$ cat src/inc/hsc_pkg.sv
package hsc_pkg;
  // Register map
  localparam logic [7:0] ADDR_TX_FIFO   = 8'h12;
  localparam logic [7:0] ADDR_STATUS    = 8'h13;
  localparam logic [7:0] ADDR_CTRL2     = 8'h14;
  localparam logic [7:0] ADDR_INT_REG   = 8'h16;

  // Status register fields
  localparam int ST_IRQ_BIT  = 7;
  localparam int ST_IDLE_BIT = 6;
  localparam int ST_RXTAG_HI = 5;
  localparam int ST_RXTAG_LO = 4;
  localparam int ST_TXF_HI   = 3;
  localparam int ST_TXF_LO   = 2;
  localparam int ST_RXF_HI   = 1;
  localparam int ST_RXF_LO   = 0;

  // Control register 2 fields
  localparam int C2_INTSEL   = 7;
  localparam int C2_CYCLE    = 6;
  localparam int C2_CRC_OFF  = 5;
  localparam int C2_SEVEN    = 4;
  localparam int C2_RX_CLR   = 1;
  localparam int C2_TX_CLR   = 0;
  localparam logic [7:0] CTRL2_RESET = 8'h00;

  // Idle channel detection
  localparam logic [3:0] IDLE_ONES  = 4'hF;
  localparam logic       IDLE_RESET = 1'b1;

  // Transmit queue
  localparam int TXQ_DEPTH = 128;
  localparam int TXQ_AW    = 7;
  localparam int TXQ_W     = 10;
  localparam logic [7:0] TXQ_FULL_CNT = 8'h80;

  // Transmit fill codes
  localparam logic [1:0] TXF_AT_LEVEL = 2'h0;
  localparam logic [1:0] TXF_AT_IRQ   = 2'h1;
  localparam logic [1:0] TXF_EMPTY    = 2'h2;
  localparam logic [1:0] TXF_BELOW    = 2'h3;

  // Receive fill code shown while the receive queue is cleared
  localparam logic [1:0] RXF_EMPTY    = 2'h0;
endpackage

$ cat src/rtl/hsc_channel.sv
`timescale 1ns/100ps
// Behaviour
// RULE_01: unmasked interrupt sets flag; interrupt read clears
// RULE_02: fifteen consecutive ones set idle flag
// RULE_03: idle flag starts set, valid after data
// RULE_04: status shows next receive byte tag
// RULE_05: status encodes transmit queue fill level
// RULE_06: select bit picks underrun or frame abort
// RULE_07: cycle mode reloads byte count minus one
// RULE_08: checksum suppress skips checksum after end byte
// RULE_09: seven-bit mode matches seven bits, bit0 set
// RULE_10: software keeps reserved bits written zero
// RULE_11: receive clear shows empty, holds receiver
// RULE_12: transmit clear empties queue, clears on write
// RULE_13: empty fetch raises underrun, read clears
// RULE_14: end tag marks next write, then clears
// RULE_15: control two read/write, resets to zero
module hsc_channel (
  input  wire logic       clk,              // 20 MHz clock
  input  wire logic       reset_n,          // Async reset
  input  wire logic [7:0] bus_addr,         // Register address
  input  wire logic       bus_rd,           // Read strobe, one cycle
  input  wire logic       bus_wr,           // Write strobe, one cycle
  input  wire logic [7:0] bus_wdata,        // Write data
  output logic      [7:0] bus_rdata,        // Read data
  output logic            bus_rdata_oe,     // Drives data bus
  input  wire logic       hdlc_irq_event,   // Other unmasked irq raised
  input  wire logic       bit2_mask,        // Mask for irq bit 2
  output logic            int_bit2,         // Irq register bit 2
  input  wire logic       rx_frame_abort,   // Frame abort received
  input  wire logic       rx_bit_valid,     // Received bit strobe
  input  wire logic       rx_bit,           // Received bit
  input  wire logic [1:0] rx_next_tag,      // Next receive byte tag
  input  wire logic [1:0] rx_fill_code,     // Receive queue fill
  input  wire logic       rx_flag_seen,     // Flag received
  output logic            rx_hold,          // Receiver held off
  input  wire logic       rx_addr_valid,    // First address byte strobe
  input  wire logic [7:0] rx_addr_byte,     // First address byte
  input  wire logic [7:0] rx_addr_pattern,  // Programmed address
  output logic            addr_match,       // Address matched
  input  wire logic       packet_end_tag,   // End tag for next write
  input  wire logic       frame_abort_tag,  // Abort tag for next write
  output logic            tag_clear,        // Clears both tags
  input  wire logic [7:0] tx_status_level,  // Status fill level
  input  wire logic [7:0] tx_irq_level,     // Interrupt threshold
  input  wire logic       tx_fetch,         // Transmitter wants a byte
  output logic            tx_byte_valid,    // Fetched byte ready
  output logic      [7:0] tx_byte,          // Fetched byte
  output logic            tx_byte_end,      // Byte ends a packet
  output logic            tx_byte_abort,    // Byte aborts a packet
  output logic            tx_send_fcs,      // Append checksum after byte
  input  wire logic [7:0] byte_count_init,  // Loaded byte count
  input  wire logic       tx_count_reload,  // Reload byte counter
  output logic      [7:0] tx_count          // Transmit byte counter
);
  import hsc_pkg::*;

  function automatic logic sel(input logic [7:0] a, input logic [7:0] r);
    return a == r;
  endfunction

  logic [7:0] ctrl2_r, ctrl2_nxt;
  logic       irq_raised_r, idle_r, bit2_r;
  logic [3:0] ones_r;
  logic       rx_hold_r, addr_match_r;
  logic [7:0] wr_ptr_r, rd_ptr_r;
  logic       pop_r, fcs_ok_r;
  logic [7:0] tx_count_r, rdata_r;
  logic       rdata_oe_r;
  logic [TXQ_W-1:0] mem_q;

  // Address decode
  wire wr_ctrl2  = bus_wr & sel(bus_addr, ADDR_CTRL2);
  wire wr_txq    = bus_wr & sel(bus_addr, ADDR_TX_FIFO);
  wire rd_status = bus_rd & sel(bus_addr, ADDR_STATUS);
  wire rd_ctrl2  = bus_rd & sel(bus_addr, ADDR_CTRL2);
  wire rd_intreg = bus_rd & sel(bus_addr, ADDR_INT_REG);

  // Transmit queue state
  wire [7:0] txq_cnt   = wr_ptr_r - rd_ptr_r;
  wire       txq_empty = (txq_cnt == 8'h00);
  wire       txq_full  = (txq_cnt == TXQ_FULL_CNT);
  wire       push      = wr_txq & ~txq_full;
  wire       pop       = tx_fetch & ~txq_empty;
  wire       underrun  = tx_fetch & txq_empty;                      // RULE_13
  wire       tx_clr    = wr_ctrl2 & bus_wdata[C2_TX_CLR];

  wire [1:0] tx_fill =
    txq_empty                    ? TXF_EMPTY    :
    (txq_cnt >= tx_status_level) ? TXF_AT_LEVEL :
    (txq_cnt >= tx_irq_level)    ? TXF_AT_IRQ   : TXF_BELOW;       // RULE_05

  wire [1:0] rx_fill = rx_hold_r ? RXF_EMPTY : rx_fill_code;      // RULE_11

  // Interrupt bit 2 source selection
  wire bit2_evt = ctrl2_r[C2_INTSEL] ? underrun : rx_frame_abort; // RULE_06
  wire irq_evt  = hdlc_irq_event | (bit2_evt & bit2_mask);

  wire [7:0] status_word = {irq_raised_r, idle_r, rx_next_tag,
                            tx_fill, rx_fill};                     // RULE_04

  // Address compare, seven-bit mode ignores bit 0 but needs it set
  wire addr_hit = ctrl2_r[C2_SEVEN]
                ? (rx_addr_byte[7:1] == rx_addr_pattern[7:1])
                  & rx_addr_byte[0]
                : (rx_addr_byte == rx_addr_pattern);               // RULE_09

  wire [7:0] reload_val = ctrl2_r[C2_CYCLE]
                        ? byte_count_init - 8'h01
                        : byte_count_init;                         // RULE_07

  wire [7:0] rdata_nxt = rd_status ? status_word :
                         rd_ctrl2  ? ctrl2_r     : 8'h00;

  // Control register 2 next value
  always_comb begin
    ctrl2_nxt = ctrl2_r;
    if (wr_ctrl2) begin
      ctrl2_nxt = bus_wdata;                                       // RULE_15
    end else if (wr_txq) begin
      ctrl2_nxt[C2_TX_CLR] = 1'b0;                                 // RULE_12
    end
  end

  hsc_txmem u_txmem (
    .clk     (clk),
    .wr_en   (push),
    .wr_addr (wr_ptr_r[TXQ_AW-1:0]),
    .wr_data ({packet_end_tag, frame_abort_tag, bus_wdata}),
    .rd_en   (pop),
    .rd_addr (rd_ptr_r[TXQ_AW-1:0]),
    .rd_data (mem_q)
  );

  always_ff @(posedge clk or negedge reset_n) begin
    if (!reset_n) begin
      ctrl2_r <= CTRL2_RESET;                                      // RULE_15
    end else begin
      ctrl2_r <= ctrl2_nxt;
    end
  end

  // Sticky flags, set wins over clear
  always_ff @(posedge clk or negedge reset_n) begin
    if (!reset_n) begin
      irq_raised_r <= 1'b0;
      bit2_r       <= 1'b0;
    end else begin
      irq_raised_r <= irq_evt | (irq_raised_r & ~rd_intreg);       // RULE_01
      bit2_r       <= bit2_evt | (bit2_r & ~rd_intreg);            // RULE_13
    end
  end

  // Idle channel detector
  always_ff @(posedge clk or negedge reset_n) begin
    if (!reset_n) begin
      ones_r <= 4'h0;
      idle_r <= IDLE_RESET;                                        // RULE_03
    end else if (rx_bit_valid) begin
      if (!rx_bit) begin
        ones_r <= 4'h0;
        idle_r <= 1'b0;                                            // RULE_03
      end else if (ones_r == IDLE_ONES - 4'h1 || ones_r == IDLE_ONES) begin
        ones_r <= IDLE_ONES;
        idle_r <= 1'b1;                                            // RULE_02
      end else begin
        ones_r <= ones_r + 4'h1;
      end
    end
  end

  // Receive hold and address match
  always_ff @(posedge clk or negedge reset_n) begin
    if (!reset_n) begin
      rx_hold_r    <= 1'b0;
      addr_match_r <= 1'b0;
    end else begin
      if (wr_ctrl2 && bus_wdata[C2_RX_CLR]) begin
        rx_hold_r <= 1'b1;                                         // RULE_11
      end else if (rx_flag_seen) begin
        rx_hold_r <= 1'b0;
      end
      if (rx_addr_valid) begin
        addr_match_r <= addr_hit;
      end
    end
  end

  // Queue pointers; a clear empties status but keeps contents
  always_ff @(posedge clk or negedge reset_n) begin
    if (!reset_n) begin
      wr_ptr_r <= 8'h00;
      rd_ptr_r <= 8'h00;
    end else begin
      if (push) begin
        wr_ptr_r <= wr_ptr_r + 8'h01;
      end
      if (tx_clr) begin
        rd_ptr_r <= push ? wr_ptr_r + 8'h01 : wr_ptr_r;            // RULE_12
      end else if (pop) begin
        rd_ptr_r <= rd_ptr_r + 8'h01;
      end
    end
  end

  // Fetch pipeline and byte counter
  always_ff @(posedge clk or negedge reset_n) begin
    if (!reset_n) begin
      pop_r      <= 1'b0;
      fcs_ok_r   <= 1'b0;
      tx_count_r <= 8'h00;
    end else begin
      pop_r    <= pop;
      fcs_ok_r <= ~ctrl2_r[C2_CRC_OFF];                            // RULE_08
      if (tx_count_reload) begin
        tx_count_r <= reload_val;                                  // RULE_07
      end else if (pop && tx_count_r != 8'h00) begin
        tx_count_r <= tx_count_r - 8'h01;
      end
    end
  end

  always_ff @(posedge clk or negedge reset_n) begin
    if (!reset_n) begin
      rdata_r    <= 8'h00;
      rdata_oe_r <= 1'b0;
    end else begin
      rdata_oe_r <= rd_status | rd_ctrl2;
      if (bus_rd) begin
        rdata_r <= rdata_nxt;
      end
    end
  end

  assign bus_rdata     = rdata_r;
  assign bus_rdata_oe  = rdata_oe_r;
  assign int_bit2      = bit2_r;
  assign rx_hold       = rx_hold_r;
  assign addr_match    = addr_match_r;
  assign tag_clear     = push;                                     // RULE_14
  assign tx_byte_valid = pop_r;
  assign tx_byte       = mem_q[7:0];
  assign tx_byte_end   = mem_q[9];
  assign tx_byte_abort = mem_q[8];
  assign tx_send_fcs   = pop_r & mem_q[9] & fcs_ok_r;              // RULE_08
  assign tx_count      = tx_count_r;
endmodule // hsc_channel

$ cat src/rtl/hsc_txmem.sv
`timescale 1ns/100ps
module hsc_txmem (
  input  wire logic                           clk,     // System clock
  input  wire logic                           wr_en,   // Write strobe
  input  wire logic [hsc_pkg::TXQ_AW-1:0]     wr_addr, // Write index
  input  wire logic [hsc_pkg::TXQ_W-1:0]      wr_data, // Tagged byte in
  input  wire logic                           rd_en,   // Read strobe
  input  wire logic [hsc_pkg::TXQ_AW-1:0]     rd_addr, // Read index
  output logic      [hsc_pkg::TXQ_W-1:0]      rd_data  // Registered out
);
  import hsc_pkg::*;

  logic [TXQ_W-1:0] mem [TXQ_DEPTH];

  always_ff @(posedge clk) begin
    if (wr_en) begin
      mem[wr_addr] <= wr_data;
    end
    if (rd_en) begin
      rd_data <= mem[rd_addr];
    end
  end
endmodule // hsc_txmem

$ cat config.mk
export PLATFORM = sky130hd
export DESIGN_NAME = hsc_channel
export DESIGN_NICKNAME = d
export VERILOG_FILES = /design/src/inc/hsc_pkg.sv /design/src/rtl/hsc_channel.sv /design/src/rtl/hsc_txmem.sv
export SDC_FILE = /design/constraint.sdc
export NUM_CORES = 2
export LEC_CHECK = 0
export BUFFER_PORTS_ARGS = -buffer_cell sky130_fd_sc_hd__buf_4
export CORE_MARGIN = 2
export CORE_UTILIZATION = 40
export CTS_CLUSTER_DIAMETER = 100
export DETAILED_ROUTE_END_ITERATION = 10
export GPL_TIMING_DRIVEN = 1
export PLACE_DENSITY = 0.66
export SLEW_MARGIN = 0
export SYNTH_ARGS = -nofsm -noshare
export SYNTH_HDL_FRONTEND = slang
export SYNTH_SLANG_ARGS = --single-unit
$ cat constraint.sdc
create_clock -name clk -period 12 [get_ports clk]
set_input_delay 0.6 -clock clk [delete_from_list [all_inputs] [get_ports clk]]
set_output_delay 0.6 -clock clk [all_outputs]
set_load 0.1 [all_outputs]
---- Word-level counts from Yosys, hierarchy flattened ----
Memory sizes are Yosys's and may differ from the RTL's. A register that Yosys moved wholly into a read port is not among the register bits.
Index checks and enable logic that the tools add are counted.
word-level totals
  memories kept ........................... 1
  bits in registers ....................... 52
  RAM bits ................................ 1280
  memory bits (read-only) ................. 0
  bits of input ports ..................... 75
  latch bits .............................. 0
  word-level logic and storage cells ...... 91
cells by class
  mux-type cells .......................... 24
  reduce and logical (&&, ||, !) cells .... 10
  divide/modulo/power cells ............... 0
  bitwise operators ....................... 23
  order comparisons ....................... 2
  equality and inequality tests ........... 10
  shifts and indexed selects .............. 0
  multiply operators ...................... 0
  add/subtract/negate cells ............... 6
memories
  memory       depth  width  read ports  clocked after Yosys merged registers in  wr ports  RTL line         text
  u_txmem.mem  128    10     1           1                                        1         hsc_txmem.sv:13  logic [TXQ_W-1:0] mem [TXQ_DEPTH];
operator list
  cell                                                 count
  two-way mux 8 bit                                    8
  equality test 8 x 5 -> 1 bit, second input constant  4
  adder 8 x 1 -> 8 bit, second input constant          2
  greater-or-equal comparator 8 bit                    2
  subtractor 8 x 1 -> 8 bit, second input constant     2
  AND 1 bit                                            15
  two-way mux 1 bit                                    10
  equality test 4 bit, second input constant           2
  equality test 8 bit                                  1
  equality test 8 bit, second input constant           1
  zero test 8 bit                                      1
  two-way mux 2 bit                                    4
  two-way mux 4 bit                                    2
  nonzero test 2 bit                                   4
  nonzero test 8 bit                                   1
  subtractor 8 bit                                     1
  equality test 7 bit                                  1
  adder 4 x 1 -> 4 bit, second input constant          1
  NOT 1 bit                                            4
  OR 1 bit                                             4
  logical AND 1 bit                                    2
  != test 2 x 1 -> 1 bit, second input constant        1
  AND reduction 2 bit                                  1
  logical OR 1 bit                                     1

---- Logic depth before layout (Yosys ltp) ----
  depth in word-level cells ............... 7
  depth in mapped cells ................... 19
  gate-level depth less buffers ........... 15

---- Cells and area by module ----
A second synthesis with hierarchy kept.
unflattened totals
  cell total of the unflattened synthesis .. 2383
  area total of the unflattened synthesis .. 53008.3 sq um
by module, submodules not included
  module       cells each  times used  area an instance (sq um)
  hsc_txmem    1998        1           49454.9
  hsc_channel  385         1           3553.4

---- Worst setup path before layout ----
No wires, ideal clock.
  kind .................................... register -> register
  start point ............................. register rd_ptr_r[1]
  end point ............................... memory u_txmem.mem[104][0] (enable)
  data arrival time ....................... 4.251 ns
  stages on the path, launching flop included .. 19
  path slack .............................. 7.372 ns
  period minus slack after synthesis ...... 4.628 ns
  library setup time ...................... 0.376 ns
  cells stage by stage .................... dfrtp_1 -> buf_2 -> buf_2 -> buf_2 -> buf_2 -> buf_1 -> inv_1 -> fa_1 -> a211oi_2 -> nor2_1 -> xnor2_1 -> a2111oi_4 -> nand4b_2 -> nand2_1 -> buf_2 -> or4_1 -> clkbuf_2 -> buf_4 -> nor2_1
on the way
  cells in the longest elaborated chain, start to end .. 6
RTL lines
  item                                     RTL line            text
  from (decl)                              hsc_channel.sv:66   logic [7:0] wr_ptr_r, rd_ptr_r;
  from (signal assigned)                   hsc_channel.sv:199  rd_ptr_r <= push ? wr_ptr_r + 8'h01 : wr_ptr_r;
  from (signal assigned)                   hsc_channel.sv:201  rd_ptr_r <= rd_ptr_r + 8'h01;
  subtractor 8 bit                         hsc_channel.sv:80   wire [7:0] txq_cnt = wr_ptr_r - rd_ptr_r;
  equality test 8 bit                      hsc_channel.sv:82   wire txq_full = (txq_cnt == TXQ_FULL_CNT);
  NOT 1 bit                                hsc_channel.sv:83   wire push = wr_txq & ~txq_full;
  AND 1 bit                                hsc_channel.sv:83
  two-way mux 1 bit                        hsc_txmem.sv:16     if (wr_en) begin
  two-way mux 1 bit (not written as such)  hsc_txmem.sv:17     mem[wr_addr] <= wr_data;
  to (decl)                                hsc_txmem.sv:13
No other way between the ends.

---- Worst setup path after layout ----
  start point ............................. register rd_ptr_r[0]
  end point ............................... memory u_txmem.mem[16][6] (enable)
Same word-level chain as after synthesis.

==> impl_results.md <==
- Status: completed
- #FFs+latches synth: 1342
- Post-synth cell types: 65
- Relative max-transition margin: 22.5%
- CP max FO: 45
- IO buf count: 107
- Die W: 368 um
- Clock sink total: 1342
- Most frequent cells in the layout: 1290 x edfxtp_1, 388 x mux4_2, 166 x nor2_1
- Starting Density: 40.3%
- Post-synth EDFFs: 1290
- Mapped Cells: 2471
- Period utilization: 46.7%
- Pre-antenna DRT Iters: 7
- Die ar.: 136000 um2
- Layout cell share with drive strength beyond 1: 27.1%
- Sequential share of the synthesized area: 75.5%
- Largest net degree at the start of global routing: 163
- Asr flop ratio synth: 3.87%
- GRT Total Usage: 18.7%
- Post-route ant nets: 0
- FP Rows: 133
- Clock Latency Late Sink: 0.75 ns
- Final wirelength: 126000 um
- Area grow syn2layout: 13.1%
- Remaining Overflow, GRT: 0
- Vias per inst: 5.76
- PwrDens: 217 nW/um2
- CTS clk-pin slew, worst paths: 0.06 ns
- H-tree depth: 4
- FMAX: 179 MHz
- Fin worst setup slack: 6.40 ns
- Antenna violations before repair: 3
- DR DRC count: 0
- Routability Congestion: 0.887
- Max-slew violations: 0
- Lkg Pwr: 19.0 nW
- CP Capture Type: flop
- Syn avg cell area: 21.5 um2
- Drt wl/cell: 28.2 um
- Worst slack at placement: 6.45 ns
- RSZ-0062 raised after global routing: no
- CTS Buf Count: 136
- Number of global-route vias before repair: 26349
- Kind of critical path: flop to flop
- Setup-violating endpoint count in the final report: 0
- Clk root buf: clkbuf_16
- Final Hold Fails: 0
- Num ports: 108
- N_diodes: 0
- Hold_ws: 0.0426 ns
- NumNets Final: 2725
- Arr. time, crit path: 5.96 ns
- DR iter-0 viols: 3164
- PostCTS Resize Cnt: 0
- DR vias: 25801
- Most common cell after layout, fill and taps aside: edfxtp_1
- First-pass GRT wire length: 185000 um
- WP data required: 12.36 ns
- Worst Max-Slew Pin Slew: 1.16 ns
- Main synth FF type: edfxtp_1
- Critical path startpoint category: flop
- Cell Area, Synth: 53000 um2
- Minimum clock period: 5.60 ns
- Worst hold path type: input port to flop
- Max-cap violations: 0
- DP Wirelength: 76100 um
- Chip Height: 368 um
- Post-synth net total: 2575
- Yosys warnings: 0
- Peak supply drop: 0.213 mV
- Setup_tns: 0 ns
- Final Skew: 0.0262 ns
- TritonCTS clock tree: built
- Core area: 131000 um2
- Clock tree buffer depth: 3
-- flip-flops by register name (all words and copies together) (netlist names) --
register	cells
ones_r	4
wr_ptr_r	8
bus_rdata_oe	1
addr_match	1
u_txmem.rd_data	10
tx_byte_valid	1
ctrl2_r	8
idle_r	1
rd_ptr_r	8
u_txmem.mem	1280
fcs_ok_r	1
tx_count	8
bus_rdata	8
irq_raised_r	1
rx_hold	1
int_bit2	1
-- cells by family (layout without fill, tap and decap cells) --
| kind of cell | after synthesis | in the layout | share of synthesized area (%) |
|---|---|---|---|
| AND/OR/NAND/NOR | 340 | 340 | 2.84 |
| AO/OA/AOI/OAI | 124 | 124 | 1.58 |
| adder cells (fa/ha/maj) | 30 | 30 | 0.717 |
| flip-flops | 1342 | 1342 | 75.5 |
| XOR/XNOR | 41 | 41 | 0.677 |
| multiplexers | 426 | 426 | 17.2 |
| buffers and inverters | 168 | 420 | 1.48 |
-- path summary, 6_finish.rpt --
path / start / endpoint / slack (ns) / cells past startpoint
max reg2reg: rd_ptr_r[0]$_DFFE_PN0P_ / u_txmem.mem[16][6]$_DFFE_PP_ / 6.40 / 11
min: rx_flag_seen / rx_hold$_DFFE_PN0P_ / 0.04 / 2
min reg2reg: ctrl2_r[5]$_DFFE_PN0P_ / fcs_ok_r$_DFF_PN0_ / 0.45 / 1
min in group asynchronous: reset_n / int_bit2$_DFF_PN0_ / 0.44 / 2
max in group asynchronous: reset_n / rd_ptr_r[1]$_DFFE_PN0P_ / 11.02 / 2
max: rd_ptr_r[0]$_DFFE_PN0P_ / u_txmem.mem[16][6]$_DFFE_PP_ / 6.40 / 11
-- what timing repair did --
item,CTS,global route
hold buffers,1,0
endpoints found under the hold margin,51,0
endpoints found under the setup margin,0,0
setup buffers,0,0
-- Yosys cell counts (all sizes together) (6+ instances only) --
master	count	area share, %
buf	70	0.78
a21oi	26	0.25
clkbuf	55	0.40
a22oi	9	0.13
a21o	6	0.085
nand3	16	0.15
inv	41	0.29
nand4	15	0.18
edfxtp	1290	73
nand3b	9	0.13
ha	28	0.66
nor3	9	0.085
a22o	7	0.12
nand2	89	0.63
and3	6	0.071
mux4	388	16
dfrtp	51	2.4
nor2b	6	0.071
nor2	166	1.2
xnor2	17	0.28
o22ai	10	0.12
o21ai	29	0.27
xor2	24	0.40
a221oi	11	0.18
or4	6	0.085
mux2i	35	0.66
-- through the flow --
stage / power (mW) / cells / instance area (um2) / util, %
finish: 13.0 / 4478 / 60000 / 45.6
global placement: 9.00 / 4237 / 55700 / 42.3
CTS: 13.1 / 4478 / 60000 / 45.6
floorplan: 7.93 / 2471 / 53000 / -
global route: 13.4 / 4478 / 60000 / 45.6
detailed placement: 9.06 / 4237 / 55700 / 42.3
-- layout make-up --
class / count / area (um2)
inverter: 43 / 164
tap: 1755 / 2200
timing repair buffer: 137 / 1060
clock inverter: 71 / 626
clock buffer: 169 / 3650
fill: 10783 / 71500
sequential: 1342 / 40000
multi-input combinational: 961 / 12200
-- critical path, stage by stage (launching register included) --
cell       delay, ns
dfrtp_4         1.03
ha_1            0.30
inv_1           0.07
fa_1            0.42
a211oi_2        0.27
nor2_1          0.11
xnor2_1         0.39
a2111oi_4       0.09
nand4b_2        0.15
nand2_1         0.21
or4_2           1.15
nor2_1          0.98
-- power breakdown --
group	internal, mW	leakage, nW	switching, mW	total (mW)
Clock	2.36	2.09	1.73	4.08
Sequential	5.19	12.2	0.173	5.37
Combinational	1.63	4.64	1.95	3.57
-- routing by layer --
| layer | routed length, um | vias to the layer above | GRT usage (%) |
|---|---|---|---|
| li1 | - | 10569 | - |
| met1 | 49800 | 13715 | 25.4 |
| met2 | 63000 | 1315 | 30.5 |
| met3 | 10400 | 202 | 3.58 |
| met4 | 3330 | 0 | 5.78 |
| met5 | 0 | - | 0 |
(Power assumes the default switching activity.)
